==> config.mk <==
export PLATFORM = sky130hd
export DESIGN_NAME = ectl_top
export DESIGN_NICKNAME = d
export VERILOG_FILES = /design/src/shared/ectl_pkg.sv /design/src/verilog/ectl_top.sv
export SDC_FILE = /design/constraint.sdc
export NUM_CORES = 1
export LEC_CHECK = 0
export BUFFER_PORTS_ARGS = -buffer_cell sky130_fd_sc_hd__buf_2
export CAP_MARGIN = 20
export CELL_PAD_IN_SITES_DETAIL_PLACEMENT = 1
export CELL_PAD_IN_SITES_GLOBAL_PLACEMENT = 1
export CORE_MARGIN = 2
export CORE_UTILIZATION = 45
export DETAILED_ROUTE_END_ITERATION = 8
export PLACE_DENSITY = 0.77
export SYNTH_ARGS = -nofsm -noshare
export SYNTH_HDL_FRONTEND = slang
export SYNTH_SLANG_ARGS = --single-unit
==> constraint.sdc <==
create_clock -name aclk -period 10 [get_ports aclk]
set_input_delay 1.5 -clock aclk [delete_from_list [all_inputs] [get_ports aclk]]
set_output_delay 1.5 -clock aclk [all_outputs]
set_load 0.01 [all_outputs]
==> src/shared/ectl_pkg.sv <==
/*
 * constants for the external control terminal block: register map,
 * field positions, reset values, pulse timing and function codes.
 * assumes a 250 MHz system clock and a 32-bit axi4-lite register bus.
 */
package ectl_pkg;

  // clock
  localparam int unsigned CLK_MHZ = 250;

  // timing figures as printed, in their own units
  localparam int unsigned TRIG_HI_NOFILT_US = 1000;
  localparam int unsigned TRIG_LO_NOFILT_NS = 2000;
  localparam int unsigned TRIG_FILT_US = 2500;
  localparam int unsigned CTRL_HI_MS = 20;
  localparam int unsigned CTRL_LO_MS = 30;
  localparam int unsigned PULSE_OUT_US = 2000;
  localparam int unsigned LEVEL_MIN_NS = 2000;

  // derived cycle counts
  localparam int unsigned TRIG_HI_NOFILT_CYC = TRIG_HI_NOFILT_US * CLK_MHZ;
  localparam int unsigned TRIG_LO_NOFILT_CYC = (TRIG_LO_NOFILT_NS * CLK_MHZ + 999) / 1000;
  localparam int unsigned TRIG_FILT_CYC = TRIG_FILT_US * CLK_MHZ;
  localparam int unsigned CTRL_HI_CYC = CTRL_HI_MS * 1000 * CLK_MHZ;
  localparam int unsigned CTRL_LO_CYC = CTRL_LO_MS * 1000 * CLK_MHZ;
  localparam int unsigned PULSE_OUT_CYC = PULSE_OUT_US * CLK_MHZ;
  localparam int unsigned LEVEL_MIN_CYC = (LEVEL_MIN_NS * CLK_MHZ + 999) / 1000;

  // register byte offsets
  localparam logic [7:0] CFG_OFFS = 8'h00;
  localparam logic [7:0] CMD_OFFS = 8'h04;
  localparam logic [7:0] STATUS_OFFS = 8'h08;
  localparam logic [7:0] HOLD_OFFS = 8'h0c;

  // cfg field positions
  localparam int unsigned CFG_TRIG_EVENT_BIT = 0;
  localparam int unsigned CFG_TRIG_FALL_BIT = 1;
  localparam int unsigned CFG_FILT_BIT = 2;
  localparam int unsigned CFG_OUT_LEVEL_BIT = 3;
  localparam int unsigned CFG_EXT_EN_BIT = 4;
  localparam int unsigned CFG_NOCOND_BIT = 5;
  localparam int unsigned CFG_FN1_LSB = 8;
  localparam int unsigned CFG_FN2_LSB = 12;
  localparam int unsigned CFG_STAT_LSB = 16;

  // control input functions
  localparam logic [2:0] FN_START = 3'h0;
  localparam logic [2:0] FN_STOP = 3'h1;
  localparam logic [2:0] FN_STARTSTOP = 3'h2;
  localparam logic [2:0] FN_ABORT = 3'h3;
  localparam logic [2:0] FN_SAVE = 3'h4;
  localparam logic [2:0] FN_PRINT = 3'h5;

  // status output modes
  localparam logic [1:0] STAT_ERROR = 2'h0;
  localparam logic [1:0] STAT_BUSY = 2'h1;
  localparam logic [1:0] STAT_WAIT = 2'h2;

  // cmd bits (write one to pulse)
  localparam int unsigned CMD_RETR_END_BIT = 0;
  localparam int unsigned CMD_AUTORANGE_BIT = 1;
  localparam int unsigned CMD_ARM_BIT = 2;
  localparam int unsigned CMD_ERR_SET_BIT = 3;
  localparam int unsigned CMD_ERR_CLR_BIT = 4;
  localparam int unsigned CMD_BUSY_SET_BIT = 5;
  localparam int unsigned CMD_BUSY_CLR_BIT = 6;
  localparam int unsigned CMD_SAVE_DONE_BIT = 7;
  localparam int unsigned CMD_PRINT_DONE_BIT = 8;

  // reset values: start on input one, stop on input two
  localparam logic [31:0] CFG_RESET = 32'h0000_1000;
  localparam logic [31:0] HOLD_RESET = 32'h0000_0000;

  // axi responses
  localparam logic [1:0] RESP_OKAY = 2'b00;
  localparam logic [1:0] RESP_SLVERR = 2'b10;

endpackage

==> src/verilog/ectl_top.sv <==
/*
 * external control terminal logic: trigger input qualifier, trigger
 * output in pulse or level mode, two control inputs, status output.
 * assumes pins are asynchronous, open-drain outputs pulled up outside,
 * and software holds the acquisition core through axi4-lite registers.
 */
// The AXI4-Lite interface to the registers and the register offsets are this design's own decisions.
// How it works
// RULE_01: unfiltered trigger input needs 1 ms high and 2 us low from driver.
// RULE_02: filtered trigger input needs 2.5 ms high and low from driver.
// RULE_03: trigger mode: selected edge of trigger input raises measurement trigger.
// RULE_04: event mode: selected edge raises an event mark instead.
// RULE_05: software chooses rising or falling as the active edge.
// RULE_06: trigger output is open-drain, active low, idles released high.
// RULE_07: level mode holds output low until retrieval ends, at least 2 us.
// RULE_08: pulse mode holds output low for 2 ms, then releases.
// RULE_09: with no trigger condition, output asserts once measurement runs.
// RULE_10: auto ranging also asserts the trigger output.
// RULE_11: control inputs need 20 ms high and 30 ms low from driver.
// RULE_12: control inputs active low; open reads high, short reads low.
// RULE_13: start function begins measurement; stop ends it with post processing.
// RULE_14: start-stop function runs measurement while input is low.
// RULE_15: abort ends measurement and skips post processing.
// RULE_16: save and print requests are ignored while that operation runs.
// RULE_17: after reset input one is start, input two is stop.
// RULE_18: error mode drives status low while an error is reported.
// RULE_19: busy mode drives status low while requests cannot be accepted.
// RULE_20: waiting mode drives status low while armed for a trigger.
// RULE_21: for synchronisation use filter off and level output mode.
// RULE_22: daisy chain: all instruments enable external trigger mode.
// RULE_23: parallel: only slaves enable external trigger, fired by master.
// RULE_24: inputs are synchronised and width-qualified before use.
`timescale 1ns/10ps
module ectl_top
  import ectl_pkg::*;
#(
  parameter int unsigned TRIG_HI_NOFILT_CYCLES = TRIG_HI_NOFILT_CYC,
  parameter int unsigned TRIG_FILT_CYCLES = TRIG_FILT_CYC,
  parameter int unsigned CTRL_HI_CYCLES = CTRL_HI_CYC,
  parameter int unsigned CTRL_LO_CYCLES = CTRL_LO_CYC,
  parameter int unsigned PULSE_OUT_CYCLES = PULSE_OUT_CYC
) (
  // clock and reset
  input wire logic aclk,
  input wire logic aresetn,
  // axi4-lite write
  input wire logic [7:0] s_axi_awaddr,
  input wire logic s_axi_awvalid,
  output logic s_axi_awready,
  input wire logic [31:0] s_axi_wdata,
  input wire logic [3:0] s_axi_wstrb,
  input wire logic s_axi_wvalid,
  output logic s_axi_wready,
  output logic [1:0] s_axi_bresp,
  output logic s_axi_bvalid,
  input wire logic s_axi_bready,
  // axi4-lite read
  input wire logic [7:0] s_axi_araddr,
  input wire logic s_axi_arvalid,
  output logic s_axi_arready,
  output logic [31:0] s_axi_rdata,
  output logic [1:0] s_axi_rresp,
  output logic s_axi_rvalid,
  input wire logic s_axi_rready,
  // terminal pins
  input wire logic ext_trigger_input,
  input wire logic control_input_one,
  input wire logic control_input_two,
  output logic trig_out_o,
  output logic trig_out_oe,
  output logic status_output_pin_o,
  output logic status_output_pin_oe,
  // pulses to the acquisition core
  output logic meas_trigger,
  output logic event_mark,
  output logic meas_start,
  output logic meas_stop,
  output logic meas_abort,
  output logic save_req,
  output logic print_req
);

  ////////////////////////////////////////////////////////////////////////
  // pin synchronisers, one generate loop over the three inputs
  logic [2:0] pin_raw;
  logic [2:0] sync1_q;
  logic [2:0] sync2_q;
  assign pin_raw = {control_input_two, control_input_one, ext_trigger_input};

  for (genvar i = 0; i < 3; i++) begin : g_sync
    // first stage feeds only the second
    always_ff @(posedge aclk) begin
      if (!aresetn) begin
        sync1_q[i] <= 1'b1;
        sync2_q[i] <= 1'b1;
      end else begin
        sync1_q[i] <= pin_raw[i]; // RULE_24
        sync2_q[i] <= sync1_q[i];
      end
    end
  end

  ////////////////////////////////////////////////////////////////////////
  // registers
  logic [31:0] cfg_q;
  logic [31:0] hold_q;
  logic [31:0] cmd_pulse;
  logic err_q;
  logic busy_q;
  logic armed_q;
  logic meas_q;
  logic saving_q;
  logic printing_q;

  ////////////////////////////////////////////////////////////////////////
  // trigger input qualifier: level accepted after the minimum width
  logic trig_lvl_q;
  logic [31:0] trig_cnt_q;
  logic [31:0] trig_need;
  logic trig_edge;
  // the filter only changes the width needed for each level
  always_comb begin
    if (cfg_q[CFG_FILT_BIT]) begin
      trig_need = TRIG_FILT_CYCLES; // RULE_02
    end else if (trig_lvl_q) begin
      trig_need = TRIG_LO_NOFILT_CYC; // RULE_01 RULE_21
    end else begin
      trig_need = TRIG_HI_NOFILT_CYCLES;
    end
  end

  always_ff @(posedge aclk) begin
    if (!aresetn) begin
      trig_lvl_q <= 1'b1;
      trig_cnt_q <= 32'h0000_0000;
    end else if (sync2_q[0] == trig_lvl_q) begin
      trig_cnt_q <= 32'h0000_0000;
    end else if (trig_cnt_q + 32'd1 >= trig_need) begin
      trig_lvl_q <= sync2_q[0]; // RULE_24
      trig_cnt_q <= 32'h0000_0000;
    end else begin
      trig_cnt_q <= trig_cnt_q + 32'd1;
    end
  end

  // edge seen when the qualified level flips to the selected polarity
  assign trig_edge = (trig_cnt_q + 32'd1 >= trig_need) && (sync2_q[0] != trig_lvl_q)
                     && (sync2_q[0] == !cfg_q[CFG_TRIG_FALL_BIT]); // RULE_05

  ////////////////////////////////////////////////////////////////////////
  // control input qualifiers, active low
  logic [1:0] ctl_low_q;
  logic [1:0] ctl_fall;
  logic [1:0] ctl_rise;
  logic [31:0] ctl_cnt_q [2];

  for (genvar c = 0; c < 2; c++) begin : g_ctl
    logic [31:0] need;
    assign need = ctl_low_q[c] ? CTRL_HI_CYCLES : CTRL_LO_CYCLES; // RULE_11
    assign ctl_fall[c] = !sync2_q[c+1] && !ctl_low_q[c] && (ctl_cnt_q[c] + 32'd1 >= need);
    assign ctl_rise[c] = sync2_q[c+1] && ctl_low_q[c] && (ctl_cnt_q[c] + 32'd1 >= need);
    // open pin pulls high and reads as inactive
    always_ff @(posedge aclk) begin
      if (!aresetn) begin
        ctl_low_q[c] <= 1'b0;
        ctl_cnt_q[c] <= 32'h0000_0000;
      end else if (sync2_q[c+1] != ctl_low_q[c]) begin
        ctl_cnt_q[c] <= 32'h0000_0000;
      end else if (ctl_fall[c] || ctl_rise[c]) begin
        ctl_low_q[c] <= !sync2_q[c+1]; // RULE_12
        ctl_cnt_q[c] <= 32'h0000_0000;
      end else begin
        ctl_cnt_q[c] <= ctl_cnt_q[c] + 32'd1;
      end
    end
  end

  // decode the two inputs' functions into request terms
  logic req_start;
  logic req_stop;
  logic req_abort;
  logic req_save;
  logic req_print;
  always_comb begin
    logic [2:0] fn;
    fn = 3'h0;
    req_start = 1'b0;
    req_stop = 1'b0;
    req_abort = 1'b0;
    req_save = 1'b0;
    req_print = 1'b0;
    for (int c = 0; c < 2; c++) begin
      fn = cfg_q[CFG_FN1_LSB + 4*c +: 3];
      case (fn)
        FN_START: req_start = req_start | ctl_fall[c]; // RULE_13
        FN_STOP: req_stop = req_stop | ctl_fall[c];
        FN_STARTSTOP: begin
          req_start = req_start | ctl_fall[c]; // RULE_14
          req_stop = req_stop | ctl_rise[c];
        end
        FN_ABORT: req_abort = req_abort | ctl_fall[c]; // RULE_15
        FN_SAVE: req_save = req_save | ctl_fall[c];
        FN_PRINT: req_print = req_print | ctl_fall[c];
        default: ;
      endcase
    end
  end

  ////////////////////////////////////////////////////////////////////////
  // measurement state and request pulses; busy refuses starts
  logic start_ok;
  assign start_ok = req_start && !busy_q && !meas_q;
  always_ff @(posedge aclk) begin
    if (!aresetn) begin
      meas_q <= 1'b0;
      meas_start <= 1'b0;
      meas_stop <= 1'b0;
      meas_abort <= 1'b0;
      save_req <= 1'b0;
      print_req <= 1'b0;
      saving_q <= 1'b0;
      printing_q <= 1'b0;
    end else begin
      meas_start <= start_ok;
      meas_stop <= req_stop && meas_q && !req_abort;
      meas_abort <= req_abort && meas_q; // RULE_15
      if (req_abort || req_stop) begin
        meas_q <= 1'b0;
      end else if (start_ok) begin
        meas_q <= 1'b1;
      end
      // a running save or print swallows a new request of its own kind
      save_req <= req_save && !saving_q && !busy_q; // RULE_16
      print_req <= req_print && !printing_q && !busy_q;
      if (req_save && !saving_q && !busy_q) begin
        saving_q <= 1'b1;
      end else if (cmd_pulse[CMD_SAVE_DONE_BIT]) begin
        saving_q <= 1'b0;
      end
      if (req_print && !printing_q && !busy_q) begin
        printing_q <= 1'b1;
      end else if (cmd_pulse[CMD_PRINT_DONE_BIT]) begin
        printing_q <= 1'b0;
      end
    end
  end

  ////////////////////////////////////////////////////////////////////////
  // trigger and event pulses from the qualified edge
  logic trig_fire;
  assign trig_fire = trig_edge && cfg_q[CFG_EXT_EN_BIT] && !cfg_q[CFG_TRIG_EVENT_BIT];
  always_ff @(posedge aclk) begin
    if (!aresetn) begin
      meas_trigger <= 1'b0;
      event_mark <= 1'b0;
    end else begin
      meas_trigger <= trig_fire; // RULE_03 RULE_22 RULE_23
      event_mark <= trig_edge && cfg_q[CFG_TRIG_EVENT_BIT]; // RULE_04
    end
  end

  ////////////////////////////////////////////////////////////////////////
  // trigger output machine
  typedef enum logic [2:0] {
    ECTL_IDLE = 3'b001,
    ECTL_PULSE = 3'b010,
    ECTL_LEVEL = 3'b100
  } ectl_out_type;
  ectl_out_type out_q;
  logic [31:0] out_cnt_q;
  logic out_fire;
  logic nocond_q;
  // no-condition measuring and auto range also fire the output
  assign out_fire = trig_fire || (cfg_q[CFG_NOCOND_BIT] && start_ok) // RULE_09
                    || cmd_pulse[CMD_AUTORANGE_BIT]; // RULE_10

  always_ff @(posedge aclk) begin
    if (!aresetn) begin
      out_q <= ECTL_IDLE;
      out_cnt_q <= 32'h0000_0000;
      nocond_q <= 1'b0;
    end else begin
      nocond_q <= 1'b0;
      case (out_q)
        ECTL_IDLE: begin
          out_cnt_q <= 32'h0000_0000;
          if (out_fire) begin
            out_q <= cfg_q[CFG_OUT_LEVEL_BIT] ? ECTL_LEVEL : ECTL_PULSE;
          end
        end
        ECTL_PULSE: begin
          out_cnt_q <= out_cnt_q + 32'd1;
          if (out_cnt_q + 32'd1 >= PULSE_OUT_CYCLES) begin
            out_q <= ECTL_IDLE; // RULE_08
          end
        end
        ECTL_LEVEL: begin
          // hold for the larger of the software figure and the 2 us floor
          if (out_cnt_q != 32'hffff_ffff) begin
            out_cnt_q <= out_cnt_q + 32'd1;
          end
          nocond_q <= cmd_pulse[CMD_RETR_END_BIT] || nocond_q;
          if ((cmd_pulse[CMD_RETR_END_BIT] || nocond_q) && out_cnt_q + 32'd1 >= LEVEL_MIN_CYC
              && out_cnt_q + 32'd1 >= hold_q) begin
            out_q <= ECTL_IDLE; // RULE_07
          end
        end
        default: out_q <= ECTL_IDLE;
      endcase
    end
  end

  // open drain: drive low only, output value stays zero
  always_ff @(posedge aclk) begin
    if (!aresetn) begin
      trig_out_o <= 1'b0;
      trig_out_oe <= 1'b0;
    end else begin
      trig_out_o <= 1'b0;
      trig_out_oe <= out_fire || (out_q != ECTL_IDLE && !(out_q == ECTL_PULSE
                     && out_cnt_q + 32'd1 >= PULSE_OUT_CYCLES)); // RULE_06
    end
  end

  ////////////////////////////////////////////////////////////////////////
  // status output and soft status flags
  always_ff @(posedge aclk) begin
    if (!aresetn) begin
      err_q <= 1'b0;
      busy_q <= 1'b0;
      armed_q <= 1'b0;
    end else begin
      if (cmd_pulse[CMD_ERR_SET_BIT]) err_q <= 1'b1;
      else if (cmd_pulse[CMD_ERR_CLR_BIT]) err_q <= 1'b0;
      if (cmd_pulse[CMD_BUSY_SET_BIT]) busy_q <= 1'b1;
      else if (cmd_pulse[CMD_BUSY_CLR_BIT]) busy_q <= 1'b0;
      // armed from arm command until trigger or measurement end
      if (cmd_pulse[CMD_ARM_BIT]) armed_q <= 1'b1;
      else if (trig_fire || !meas_q) armed_q <= 1'b0;
    end
  end

  always_ff @(posedge aclk) begin
    if (!aresetn) begin
      status_output_pin_o <= 1'b0;
      status_output_pin_oe <= 1'b0;
    end else begin
      status_output_pin_o <= 1'b0;
      case (cfg_q[CFG_STAT_LSB +: 2])
        STAT_ERROR: status_output_pin_oe <= err_q; // RULE_18
        STAT_BUSY: status_output_pin_oe <= busy_q || saving_q || printing_q; // RULE_19
        STAT_WAIT: status_output_pin_oe <= armed_q; // RULE_20
        default: status_output_pin_oe <= 1'b0;
      endcase
    end
  end

  ////////////////////////////////////////////////////////////////////////
  // axi4-lite write path: address and data in either order
  logic aw_held_q;
  logic w_held_q;
  logic [7:0] aw_q;
  logic [31:0] wd_q;
  logic do_write;
  assign do_write = aw_held_q && w_held_q && !s_axi_bvalid;
  always_ff @(posedge aclk) begin
    if (!aresetn) begin
      aw_held_q <= 1'b0;
      w_held_q <= 1'b0;
      aw_q <= 8'h00;
      wd_q <= 32'h0000_0000;
      s_axi_bvalid <= 1'b0;
      s_axi_bresp <= RESP_OKAY;
      cfg_q <= CFG_RESET; // RULE_17
      hold_q <= HOLD_RESET;
      cmd_pulse <= 32'h0000_0000;
    end else begin
      cmd_pulse <= 32'h0000_0000;
      if (s_axi_awvalid && s_axi_awready) begin
        aw_held_q <= 1'b1;
        aw_q <= s_axi_awaddr;
      end
      if (s_axi_wvalid && s_axi_wready) begin
        w_held_q <= 1'b1;
        wd_q <= s_axi_wdata;
      end
      if (do_write) begin
        aw_held_q <= 1'b0;
        w_held_q <= 1'b0;
        s_axi_bvalid <= 1'b1;
        s_axi_bresp <= RESP_OKAY;
        case (aw_q)
          CFG_OFFS: cfg_q <= wd_q;
          CMD_OFFS: cmd_pulse <= wd_q;
          HOLD_OFFS: hold_q <= wd_q;
          default: s_axi_bresp <= RESP_SLVERR;
        endcase
      end else if (s_axi_bvalid && s_axi_bready) begin
        s_axi_bvalid <= 1'b0;
      end
    end
  end
  assign s_axi_awready = !aw_held_q;
  assign s_axi_wready = !w_held_q;

  ////////////////////////////////////////////////////////////////////////
  // axi4-lite read path, one cycle after address
  always_ff @(posedge aclk) begin
    if (!aresetn) begin
      s_axi_rvalid <= 1'b0;
      s_axi_rdata <= 32'h0000_0000;
      s_axi_rresp <= RESP_OKAY;
    end else if (s_axi_arvalid && s_axi_arready) begin
      s_axi_rvalid <= 1'b1;
      s_axi_rresp <= RESP_OKAY;
      case (s_axi_araddr)
        CFG_OFFS: s_axi_rdata <= cfg_q;
        HOLD_OFFS: s_axi_rdata <= hold_q;
        STATUS_OFFS: s_axi_rdata <= {22'h00_0000, ctl_low_q, trig_lvl_q, printing_q,
                                     saving_q, armed_q, busy_q, err_q, meas_q,
                                     out_q != ECTL_IDLE};
        CMD_OFFS: s_axi_rdata <= 32'h0000_0000;
        default: begin
          s_axi_rdata <= 32'h0000_0000;
          s_axi_rresp <= RESP_SLVERR;
        end
      endcase
    end else if (s_axi_rready) begin
      s_axi_rvalid <= 1'b0;
    end
  end
  assign s_axi_arready = !s_axi_rvalid;
endmodule
==> results of run 1 <==
power by group through the flow:
stage / registers [µW] / clock network (µW) / logic (µW)
finish: 1330 / 1360 / 136
global route: 1330 / 1440 / 153
CTS: 1330 / 1390 / 136
detailed placement: 1350 / 0 / 135
global placement: 1350 / 0 / 130
floorplan: 1340 / 0 / 95.2
registers in the layout, indices dropped and copies added, names as in the netlist, 2 cells and up:
name / flops
cmd_pulse: 9
out_cnt_q: 32
sync1_q: 3
ctl_low_q: 2
s_axi_rdata: 32
aw_q: 8
cfg_q: 32
trig_cnt_q: 32
ctl_cnt_q: 64
wd_q: 32
hold_q: 32
out_q: 3
sync2_q: 3
critical path, cell delays in order, from the launching register on:
cell       delay [ns]
edfxtp_1         0.45
ha_1             0.35
nand3_1          0.20
nor3_2           0.56
nand2_1          0.16
xnor2_1          0.18
ha_1             0.21
a2111oi_0        0.74
nand2_1          0.15
o2bb2ai_1        0.19
a41oi_1          0.07
a311oi_1         0.55
nor3_4           0.14
o21ai_1          0.50
o22ai_1          0.18
o21bai_1         0.19
kinds of logic (layout without fill, tap and decap cells):
family	after synthesis	in the layout	share of synthesized area, %
flops	307	307	41.0
xor+xnor	121	121	6.40
compound gates	381	381	14.3
other cells	2	81	0.0454
buf+inv	187	258	4.50
fa+ha+maj	80	80	6.04
mux	20	20	1.27
simple gates	888	888	26.5
synthesized netlist by cell type, types with 8 or more instances:
library cell	instances
a211oi_1	8
nor3_1	32
o21ai_0	35
nor4_1	19
xor2_1	46
xnor2_1	75
clkbuf_1	96
nand2b_1	14
mux2_2	8
nor2b_1	46
edfxtp_1	64
or3_1	15
o211ai_1	9
buf_2	13
dfxtp_1	243
nand4_1	54
o31ai_1	12
nand2_1	303
nor2_1	200
mux2i_1	12
and4_1	17
and3_1	37
a22oi_1	33
inv_1	69
nand3_1	78
ha_1	80
o21a_1	10
and2_1	23
a21oi_1	198
per-layer routing:
layer / up-vias / track usage (%) / routed length, µm
li1: 7129 / - / -
met1: 7192 / 31.9 / 21500
met2: 269 / 46.0 / 24100
met3: 89 / 4.40 / 2110
met4: 0 / 8.45 / 1440
met5: - / 0 / 0
cell type report:
cell class                 count  area share (%)
multi-input combinational   1570            49.6
sequential                   307            36.0
clock buffer                  55            5.66
timing repair buffer         120            3.39
tap                          468            3.11
inverter                      69            1.40
clock inverter                14           0.837
antenna                        1          0.0133
metrics by stage:
step,area [µm²],setup WS (ns),util (%),hold slack [ns]
2_1_floorplan,16900,6.29,-,0.386
3_3_place_gp,17600,5.58,48.3,0.391
3_5_place_dp,17600,5.16,48.3,0.398
4_1_cts,18800,5.02,51.7,0.413
5_1_grt,18800,4.64,51.7,0.425
6_report,18800,5.01,51.7,0.408
how the worst max path moves through the flow:
stage               startpoint  cells after the start               end  slack, ns
5_1_grt        ctl_cnt_q[0][0]                     15          out_q[1]       4.64
3_5_place_dp   ctl_cnt_q[0][0]                     15          out_q[1]       5.16
4_1_cts        ctl_cnt_q[0][0]                     15          out_q[1]       5.02
3_3_place_gp   ctl_cnt_q[1][3]                     15  ctl_cnt_q[1][25]       5.58
6_report       ctl_cnt_q[0][0]                     15          out_q[1]       5.01
2_1_floorplan     out_cnt_q[6]                     17          out_q[0]       6.29
==> key figures, run 1 <==
Route
  – DR DRC count: 0
  – Post-Route WL: 49200 µm
  – DR pass1 iterations: 5
  – Routed Antenna Nets: 0
  – DR iter-0 viols: 708
  – Vias after detailed routing: 14700
  – Average wire per standard cell: 18.9 µm
  – Vias per inst: 5.64

Synth
  – Count of flip-flops with a built-in enable after synthesis: 64
  – Syn_area_per_cell: 8.34 µm²
  – Main flop type after synthesis: dfxtp_1
  – Leading area contributor after synthesis: dfxtp_1
  – Post-synthesis sequential area ratio: 41.0%
  – Cell count after synthesis: 1986
  – Unique cell type count in the Yosys netlist: 83
  – Post-synth ARST share: 0%
  – Syn Std Cell Area: 16600 µm²
  – Synth top area share: 29.4%
  – Main area contributors after synthesis: dfxtp_1 29%, edfxtp_1 12%, nand2_1 6.9%, ha_1 6.0%, a21oi_1 6.0%
  – #FFs+latches synth: 307
  – Synth warnings: 0

Placement
  – Placed cells: 2534
  – HPWL after detailed placement: 34900 µm
  – Port bufs: 105
  – RD Place Congestion: 0.875

Clocking
  – Worst skew pair latency: 0.56 ns
  – Htree depth: 2
  – Hold-fix buffers, CTS: 0
  – Clock-pin transition on the worst setup and hold timing paths: 0.06 ns
  – Clock Path Buffers: 3
  – CTS tree: built
  – Num CTS Buffers: 38
  – Post-CTS Setup Bufs: 0
  – Clk sink count: 307
  – Root buf cell: clkbuf_16
  – Post_cts resized: 0

Outcome
  – Outcome: complete, no violations

Worst hold path
  – Min-delay worst type: reg2reg
  – Hold Crit Endpoint: sync2_q[1]
  – WHS Path Cells: 1
  – Min-delay src: sync1_q[1]

Setup path
  – Setup CP Type: reg2reg
  – RR Endpoint: out_q[1]
  – Startpoint Class: register
  – CP max FO: 7
  – Worst setup EP type: register
  – Worst-case reg-to-reg path depth: 15
  – Reg2reg start: ctl_cnt_q[0][0]
  – Flop2flop setup slack: 5.01 ns
  – Worst Path Required: 10.41 ns
  – Data arrival time of the worst path: 5.40 ns

Global route
  – Initial antenna violation count: 0
  – Global Route Usage Sum: 25.9%
  – Pin count of the biggest net entering global routing: 93
  – First-pass GRT wire length: 80100 µm
  – Gr ovfl total: 0
  – Vias in the first global route: 15500

Timing
  – Final hold viol count: 0
  – Slew margin rel.: 24.6%
  – Setup TNS: 0 ns
  – Min cycle time layout: 4.99 ns
  – Endpoints failing setup: 0
  – RSZ-0062 raised after global routing: false
  – Period utilization: 49.9%
  – Measured slew at the worst slew-check pin: 1.13 ns
  – Worst clock skew: 0.0202 ns
  – Max Slew Vio Count: 0
  – Max Clock Freq: 0.200 GHz

Power and ir drop
  – Sequential share of power: 47.0%
  – Static leakage: 0.00713 µW
  – PD cells: 150 nW/µm²
  – Int Pwr: 2140 µW
  – Psw: 680 µW
  – Tot Pwr: 2820 µW
  – Clk pwr share: 48.2%
  – Switching share of power: 24.1%
  – Gate power share: 4.8%
  – Maximum VDD drop: 118 µV

Floorplanning
  – DIE HEIGHT: 196 µm
  – IO Pins: 114
  – Die area: 38300 µm²
  – Core area: 36400 µm²
  – Core Rows: 70
  – Width of the die: 196 µm
  – Initial Util: 45.4%

Final layout
  – Nets: 2248
  – Sequential Area: 6790 µm²
  – Most common cell after layout, fill and taps aside: nand2_1
  – Multi-input gate area: 9340 µm²
  – Most frequent cells in the layout: 303 x nand2_1, 243 x dfxtp_1, 200 x nor2_1, 197 x a21oi_1, 105 x buf_2
  – Area added between synthesis and finish: 13.8%
  – Non-Filler Instances: 2604
  – Share of cells above drive strength 1: 10.3%
  – # fillers: 4393

Run
  – Max-Cap Viols: 0
Power figures use the tool's default switching activity.
==> inputs of run 2 (changes only) <==
--- a/config.mk
+++ b/config.mk
@@ -5,14 +5,15 @@
 export SDC_FILE = /design/constraint.sdc
 export NUM_CORES = 1
 export LEC_CHECK = 0
+export ABC_AREA = 1
 export BUFFER_PORTS_ARGS = -buffer_cell sky130_fd_sc_hd__buf_2
 export CAP_MARGIN = 20
 export CELL_PAD_IN_SITES_DETAIL_PLACEMENT = 1
 export CELL_PAD_IN_SITES_GLOBAL_PLACEMENT = 1
 export CORE_MARGIN = 2
-export CORE_UTILIZATION = 45
+export CORE_UTILIZATION = 40
 export DETAILED_ROUTE_END_ITERATION = 8
-export PLACE_DENSITY = 0.77
+export PLACE_DENSITY = 0.75
 export SYNTH_ARGS = -nofsm -noshare
 export SYNTH_HDL_FRONTEND = slang
 export SYNTH_SLANG_ARGS = --single-unit
==> constraint.sdc (replaced) <==
create_clock -name aclk -period 4.2 [get_ports aclk]
set_input_delay 0.63 -clock aclk [delete_from_list [all_inputs] [get_ports aclk]]
set_output_delay 0.63 -clock aclk [all_outputs]
set_load 0.01 [all_outputs]
==> run 2 against run 1 <==
  * Critical path depth is 7 higher
  * Highest routed layer unchanged
  * Clock skew shrank 0.0041 ns
  * Non-clock buffer count grew 3
  * Synthesized cell count up 19%
  * Sequential share of layout area decreased by 1.0 points
  * Largest cell class unchanged
  * Sequential power is 140% higher
  * Worst hold slack got worse by 0.12 ns
  * Via count is 7.5% higher
  * Final cell count is 19% higher
  * Utilization shrank 5.3 points
==> key figures, run 2 <==
Outcome
  – Outcome: complete, no violations

Clocking
  – Hold-fix buffers, CTS: 0 (unchanged)
  – Post-CTS Setup Bufs: 0 (unchanged)
  – Num CTS Buffers: 36 (-5.3%)
  – Worst skew pair latency: 0.54 ns (-0.02 ns)
  – Clock Path Buffers: 3 (unchanged)
  – Clock-pin transition on the worst setup and hold timing paths: 0.06 ns (about the same)
  – Clk sink count: 307 (unchanged)
  – Post_cts resized: 0 (unchanged)
  – Htree depth: 2 (unchanged)
  – CTS tree: built
  – Root buf cell: clkbuf_16

Setup path
  – RR Endpoint: out_q[1]
  – Setup crit start: out_cnt_q[2]
  – Worst-case reg-to-reg path depth: 22 (+7)
  – Flop2flop setup slack: 0.52 ns (-4.49 ns)
  – Largest stage delay on the critical path: 0.46 ns (-0.28 ns)
  – Most used cell, CP: nand2_1
  – CP max FO: 5 (-2)
  – Startpoint Class: register
  – Worst setup EP type: register
  – Setup CP Type: reg2reg
  – Worst Path Buf+Inv: 4 (+4)
  – Crit path depth: 22 (+7)
  – Worst-path cell chain: nand3_2 -> nor3_1 -> inv_1 -> nor2_1 -> nand4_1 -> xor2_1 -> inv_1 -> ha_1 -> nand3_1 -> nor3_1 -> and3_1 -> nand4_1 -> nand3_1 -> o21ai_0 -> inv_1 -> nand2_1 -> nand2_1 -> nand2_1 -> inv_2 -> nand3_1 -> nand2_1 -> nor2_1
  – Data arrival time of the worst path: 4.11 ns (-1.29 ns)
  – Worst Path Required: 4.62 ns (-5.79 ns)
  – Reg2reg start: out_cnt_q[2]
  – Crit-path slowest cell: dfxtp_1
  – Top delay family on crit path: simple AND/OR/NAND/NOR gates
  – CP Capture Point: out_q[1]

Final layout
  – Largest register by flop count: ctl_cnt_q
  – # fillers: 5352 (+22%)
  – # diodes: 0 (-1)
  – Share of cells above drive strength 1: 9.76% (-0.55 points)
  – Area added between synthesis and finish: 15.2%
  – Largest register FFs: 64 (unchanged)
  – Most frequent cells in the layout: 537 x nand2_1, 393 x nor2_1, 281 x inv_1, 243 x dfxtp_1, 150 x a21oi_1
  – Most common cell after layout, fill and taps aside: nand2_1
  – Non-Filler Instances: 3091 (+19%)
  – Multi-input gate area: 8940 µm² (-4.2%)
  – Sequential Area: 6790 µm² (unchanged)
  – Nets: 2669 (+19%)

Power and ir drop
  – Maximum VDD drop: 237 µV (+100%)
  – Static leakage: 0.00822 µW (+15%)
  – PD cells: 365 nW/µm² (+140%)

Placement
  – RD Place Congestion: 0.925 (+5.7%)
  – Port bufs: 105 (unchanged)
  – Placement Setup Slack: 0.624 ns (-4.53 ns)
  – Placed cells: 3026 (+19%)
  – HPWL after detailed placement: 39400 µm (+13%)

Timing
  – Final hold viol count: 0 (unchanged)
  – Min cycle time layout: 3.68 ns (-1.31 ns)
  – Endpoints failing setup: 0 (unchanged)
  – Worst clock skew: 0.0161 ns (-0.00408 ns)
  – Setup TNS: 0 ns (unchanged)
  – Max Clock Freq: 0.272 GHz (+36%)
  – RSZ-0062 raised after global routing: false
  – Measured slew at the worst slew-check pin: 1.11 ns (-0.0219 ns)
  – Max Slew Vio Count: 0 (unchanged)
  – Slew margin rel.: 26.1% (+1.5 points)
  – Final worst slack: 0.517 ns (-4.49 ns)
  – Hold WS: 0.285 ns (-0.123 ns)
  – Period utilization: 87.7% (+38 points)

Synth
  – Unique cell type count in the Yosys netlist: 48 (-42%)
  – Synth warnings: 0 (unchanged)
  – Most frequent cell after synthesis: nand2_1
  – Main area contributors after synthesis: dfxtp_1 29%, nand2_1 12%, edfxtp_1 11%, nor2_1 8.8%, inv_1 6.3%
  – Synth top area share: 28.9% (-0.47 points)
  – Post-synthesis sequential area ratio: 40.3% (-0.65 points)
  – Count of flip-flops with a built-in enable after synthesis: 64 (unchanged)
  – Synth top cells by count: 538 x nand2_1, 393 x nor2_1, 281 x inv_1
  – Leading area contributor after synthesis: dfxtp_1
  – #FFs+latches synth: 307 (unchanged)
  – Main flop type after synthesis: dfxtp_1
  – Post-synth ARST share: 0% (unchanged)
  – Syn Std Cell Area: 16800 µm² (+1.6%)
  – Syn_area_per_cell: 7.13 µm² (-15%)
  – Cell count after synthesis: 2361 (+19%)

Floorplanning
  – Core area: 41800 µm² (+15%)
  – IO Pins: 114 (unchanged)
  – Initial Util: 40.3% (-5.2 points)
  – DIE HEIGHT: 209 µm (+6.8%)
  – Die area: 43700 µm² (+14%)
  – Width of the die: 209 µm (+6.8%)
  – Core Rows: 75 (+7.1%)

Global route
  – First-pass GRT wire length: 84500 µm (+5.6%)
  – Gr ovfl total: 0 (unchanged)
  – Initial antenna violation count: 0 (unchanged)
  – Global Route Usage Sum: 24.1% (-1.8 points)
  – Vias in the first global route: 16400 (+5.9%)
  – Pin count of the biggest net entering global routing: 95 (+2.2%)

Route
  – Vias per inst: 5.11 (-9.4%)
  – DR DRC count: 0 (unchanged)
  – DR iter-0 viols: 682 (-3.7%)
  – Vias after detailed routing: 15800 (+7.5%)
  – Post-Route WL: 52400 µm (+6.6%)
  – Average wire per standard cell: 17.0 µm (-10%)
  – DR pass1 iterations: 5 (unchanged)
  – Routed Antenna Nets: 0 (unchanged)

Worst hold path
  – Min-delay worst type: in2reg

Run
  – Max-Cap Viols: 0 (unchanged)
==> run 2: cell types whose count changed in the layout (fill, tap and decap cells not counted), sizes merged, moves of 18 or more <==
| cell | before | now |
|---|---|---|
| a22oi | 33 | 8 |
| o22ai | 4 | 29 |
| o21ai | 37 | 97 |
| nand4 | 57 | 21 |
| a21oi | 198 | 150 |
| and3 | 37 | 7 |
| nand2 | 303 | 549 |
| nor2 | 201 | 415 |
| and2 | 24 | 6 |
| inv | 74 | 289 |
| nor3 | 35 | 69 |
| nor2b | 46 | 0 |
| nand3b | 7 | 26 |
| xnor2 | 75 | 17 |
==> run 2: per-stage QoR <==
step / power, µW / utilization, % / area [µm²]
6_report: 7070 / 46.4 / 19400
5_1_grt: 7360 / 46.4 / 19400
4_1_cts: 7150 / 46.3 / 19300
3_5_place_dp: 3920 / 43.5 / 18200
3_3_place_gp: 3900 / 43.5 / 18200
2_1_floorplan: 3680 / - / 17100
==> run 2: logic make-up after synthesis <==
logic type / count (synthesis) / synth area share [%]
AOI/OAI and AO/OA: 321 / 10.5
xor gates and xnor gates: 77 / 4.10
adders and majority gates: 80 / 5.95
buffers and inverters: 367 / 8.33
DFF: 307 / 40.3
other: 2 / 0.0446
and+or+nand+nor: 1207 / 30.7
==> run 2: how the worst min path moves through the flow <==
| stage | startpoint | end | slack [ns] | depth (start not counted) |
|---|---|---|---|---|
| 5_1_grt | control_input_two | sync1_q[2] | 0.28 | 2 |
| 3_3_place_gp | sync1_q[0] | sync2_q[0] | 0.40 | 1 |
| 6_report | control_input_two | sync1_q[2] | 0.29 | 2 |
| 4_1_cts | s_axi_bready | s_axi_bvalid | 0.27 | 2 |
| 2_1_floorplan | sync1_q[0] | sync2_q[0] | 0.39 | 1 |
| 3_5_place_dp | sync1_q[2] | sync2_q[2] | 0.41 | 1 |
==> run 2: per-layer routing <==
metal | track usage [%] | up-vias | share of wire, %
li1 | - | 7872 | -
met1 | 30.0 | 7586 | 44
met2 | 42.1 | 239 | 49
met3 | 3.01 | 89 | 3.3
met4 | 10.0 | 0 | 3.7
met5 | 0 | - | 0
==> run 2: power breakdown <==
group,leakage (µW),switching (µW),internal (µW)
Clock,0.000589,1290,1910
Combinational,0.00500,486,187
Sequential,0.00264,84.1,3110
==> run 2: final cells by class <==
type	instances	area share, %
Timing Repair Buffer	123	3.55
Tap cell	539	3.48
Clock inverter	17	0.994
Sequential cell	307	35.0
Multi-Input combinational cell	1765	46.1
Inverter	294	5.70
Clock buffer	46	5.11
==> inputs of run 3 (changes only) <==
--- a/config.mk
+++ b/config.mk
@@ -10,6 +10,7 @@
 export CAP_MARGIN = 20
 export CELL_PAD_IN_SITES_DETAIL_PLACEMENT = 1
 export CELL_PAD_IN_SITES_GLOBAL_PLACEMENT = 1
+export CORE_ASPECT_RATIO = 0.9
 export CORE_MARGIN = 2
 export CORE_UTILIZATION = 40
 export DETAILED_ROUTE_END_ITERATION = 8
==> run 3 against run 2 <==
  * Design area rose by 0.46%
  * Critical path depth grew 5
  * Fmax grew 0.47%
  * Register-to-register slack gained 0.02 ns
  * Count of clock-buffer cells in the layout increased by 4
  * Combinational power is essentially flat
  * Clock power grew 5%
  * Non-clock buffer count down 1
  * Global-route usage is 0.57 points higher
  * Sequential power hardly changed
  * Worst hold slack worse by 0.015 ns
  * Flip-flop and latch count is the same
==> key figures, run 3 (synthesis gave the netlist of run 2 again) <==
Outcome
  – Outcome: complete, no violations

Timing
  – Min cycle time layout: 3.67 ns (-0.0172 ns)
  – Period utilization: 87.3% (-0.41 points)
  – Hold WS: 0.270 ns (-0.0149 ns)
  – Setup TNS: 0 ns (unchanged)
  – Endpoints failing setup: 0 (unchanged)
  – Worst clock skew: 0.0114 ns (-0.00477 ns)
  – Final hold viol count: 0 (unchanged)
  – Max Slew Vio Count: 0 (unchanged)
  – Measured slew at the worst slew-check pin: 1.10 ns (-0.0132 ns)
  – Max Clock Freq: 0.273 GHz (+0.47%)
  – Slew margin rel.: 26.9% (+0.80 points)
  – RSZ-0062 raised after global routing: false

Setup path
  – Top delay family on crit path: simple AND/OR/NAND/NOR gates
  – Startpoint Class: register
  – Setup CP Type: reg2reg
  – Largest stage delay on the critical path: 0.45 ns (about the same)
  – Worst setup EP type: register
  – Most used cell, CP: nand2_1
  – RR Endpoint: out_q[1]
  – Flop2flop setup slack: 0.53 ns (+0.02 ns)
  – Reg2reg start: out_cnt_q[0]
  – CP max FO: 6 (+1)
  – Worst-case reg-to-reg path depth: 27 (+23%)
  – Worst Path Buf+Inv: 4 (unchanged)
  – Crit-path slowest cell: dfxtp_1
  – Worst Path Required: 4.65 ns (+0.03 ns)
  – Data arrival time of the worst path: 4.12 ns (about the same)

Clocking
  – Worst skew pair latency: 0.56 ns (+0.02 ns)
  – Root buf cell: clkbuf_16
  – Htree depth: 2 (unchanged)
  – Post-CTS Setup Bufs: 0 (unchanged)
  – Clk sink count: 307 (unchanged)
  – Num CTS Buffers: 37 (+2.8%)
  – Clock Path Buffers: 3 (unchanged)
  – Post_cts resized: 0 (unchanged)
  – Hold-fix buffers, CTS: 0 (unchanged)
  – Clock-pin transition on the worst setup and hold timing paths: 0.06 ns (about the same)
  – CTS tree: built

Placement
  – HPWL after detailed placement: 40500 µm (+2.8%)
  – Placed cells: 3035 (+0.30%)
  – RD Place Congestion: 0.873 (-5.6%)
  – Port bufs: 105 (unchanged)

Final layout
  – # fillers: 5358 (+0.11%)
  – Non-Filler Instances: 3101 (+0.32%)
  – Largest register by flop count: ctl_cnt_q
  – Largest register FFs: 64 (unchanged)
  – Area added between synthesis and finish: 15.7%
  – # diodes: 0 (unchanged)
  – Most frequent cells in the layout: 537 x nand2_1, 393 x nor2_1, 281 x inv_1, 243 x dfxtp_1, 150 x a21oi_1
  – Most common cell after layout, fill and taps aside: nand2_1
  – Nets: 2669 (unchanged)
  – Util after Layout: 46.7% (+0.32 points)
  – Share of cells above drive strength 1: 9.95% (+0.19 points)

Route
  – Average wire per standard cell: 17.2 µm (+1.2%)
  – Post-Route WL: 53200 µm (+1.5%)
  – DR pass1 iterations: 5 (unchanged)
  – DR DRC count: 0 (unchanged)
  – Met2 WL: 25300 µm (-1.4%)
  – M1 wire length: 24000 µm (+3.9%)
  – Vias per inst: 5.09 (-0.38%)
  – DR iter-0 viols: 739 (+8.4%)
  – Max layer used: met4
  – Routed Antenna Nets: 0 (unchanged)
  – Met3 wire length: 2060 µm (+18%)
  – Vias after detailed routing: 15800 (-0.057%)

Worst hold path
  – Min-delay worst type: in2reg
  – Hold Crit Endpoint: sync1_q[2]
  – Min-delay src: control_input_two
  – WHS Path Cells: 2 (unchanged)

Global route
  – Initial antenna violation count: 0 (unchanged)
  – First-pass GRT wire length: 85300 µm (+0.87%)
  – Global Route Usage Sum: 24.7% (+0.57 points)
  – Vias in the first global route: 16400 (-0.031%)
  – Pin count of the biggest net entering global routing: 62 (-35%)
  – Gr ovfl total: 0 (unchanged)

Power and ir drop
  – Static leakage: 0.00825 µW (+0.25%)
  – PD cells: 372 nW/µm² (+1.9%)
  – Maximum VDD drop: 292 µV (+23%)

Floorplanning
  – Core area: 41700 µm² (-0.23%)
  – DIE HEIGHT: 199 µm (-5.0%)
  – Initial Util: 40.4% (+0.092 points)
  – Width of the die: 220 µm (+5.3%)
  – IO Pins: 114 (unchanged)
  – Core Rows: 71 (-5.3%)
  – Die area: 43700 µm² (about the same)

Run
  – Max-Cap Viols: 0 (unchanged)
## run 3: changes by cell type in the layout (fill, tap and decap cells not counted), moves of 2 or more
cell and delta:
clkbuf_1 -3, inv_6 +2, clkinvlp_4 +4, clkbuf_8 +6, clkinv_2 -6
## run 3: layout make-up
| cell class | count | area (µm²) | share of cell area [%] |
|---|---|---|---|
| Sequential cell | 307 | 6790 | 34.9 |
| Timing Repair Buffer | 122 | 686 | 3.52 |
| Multi-Input combinational cell | 1765 | 8940 | 45.9 |
| Tap cell | 547 | 684 | 3.52 |
| Clock buffer | 50 | 1090 | 5.58 |
| Inverter | 294 | 1100 | 5.67 |
| Clock inverter | 16 | 178 | 0.913 |
## run 3: how the worst max path moves through the flow
stage / from / endpoint / slack [ns] / depth (start not counted)
2_1_floorplan: out_cnt_q[0] / out_q[1] / 1.25 / 27
3_3_place_gp: out_cnt_q[0] / out_q[2] / 0.64 / 27
3_5_place_dp: out_cnt_q[0] / out_q[2] / 0.57 / 27
4_1_cts: out_cnt_q[0] / out_q[1] / 0.55 / 27
5_1_grt: out_cnt_q[0] / out_q[1] / 0.15 / 27
6_report: out_cnt_q[0] / out_q[1] / 0.53 / 27
## run 3: layer usage
metal / track usage, % / vias up
met3: 3.01 / 97
met2: 42.5 / 281
met4: 9.52 / 0
li1: - / 7882
met1: 31.4 / 7517
met5: 0 / -
## run 3: power by group
group          total (µW)  internal [µW]  switching [µW]  leakage [µW]
registers            3200           3110            86.2       0.00264
logic                 677            193             483       0.00500
clock network        3360           2010            1360      0.000613
## run 3: per-stage QoR
step	worst slack [ns]	total power, µW	instance area [µm²]
floorplan	1.25	3680	17100
global placement	0.644	3900	18200
detailed placement	0.566	3930	18200
CTS	0.548	7310	19500
global route	0.149	7530	19500
finish	0.534	7240	19500
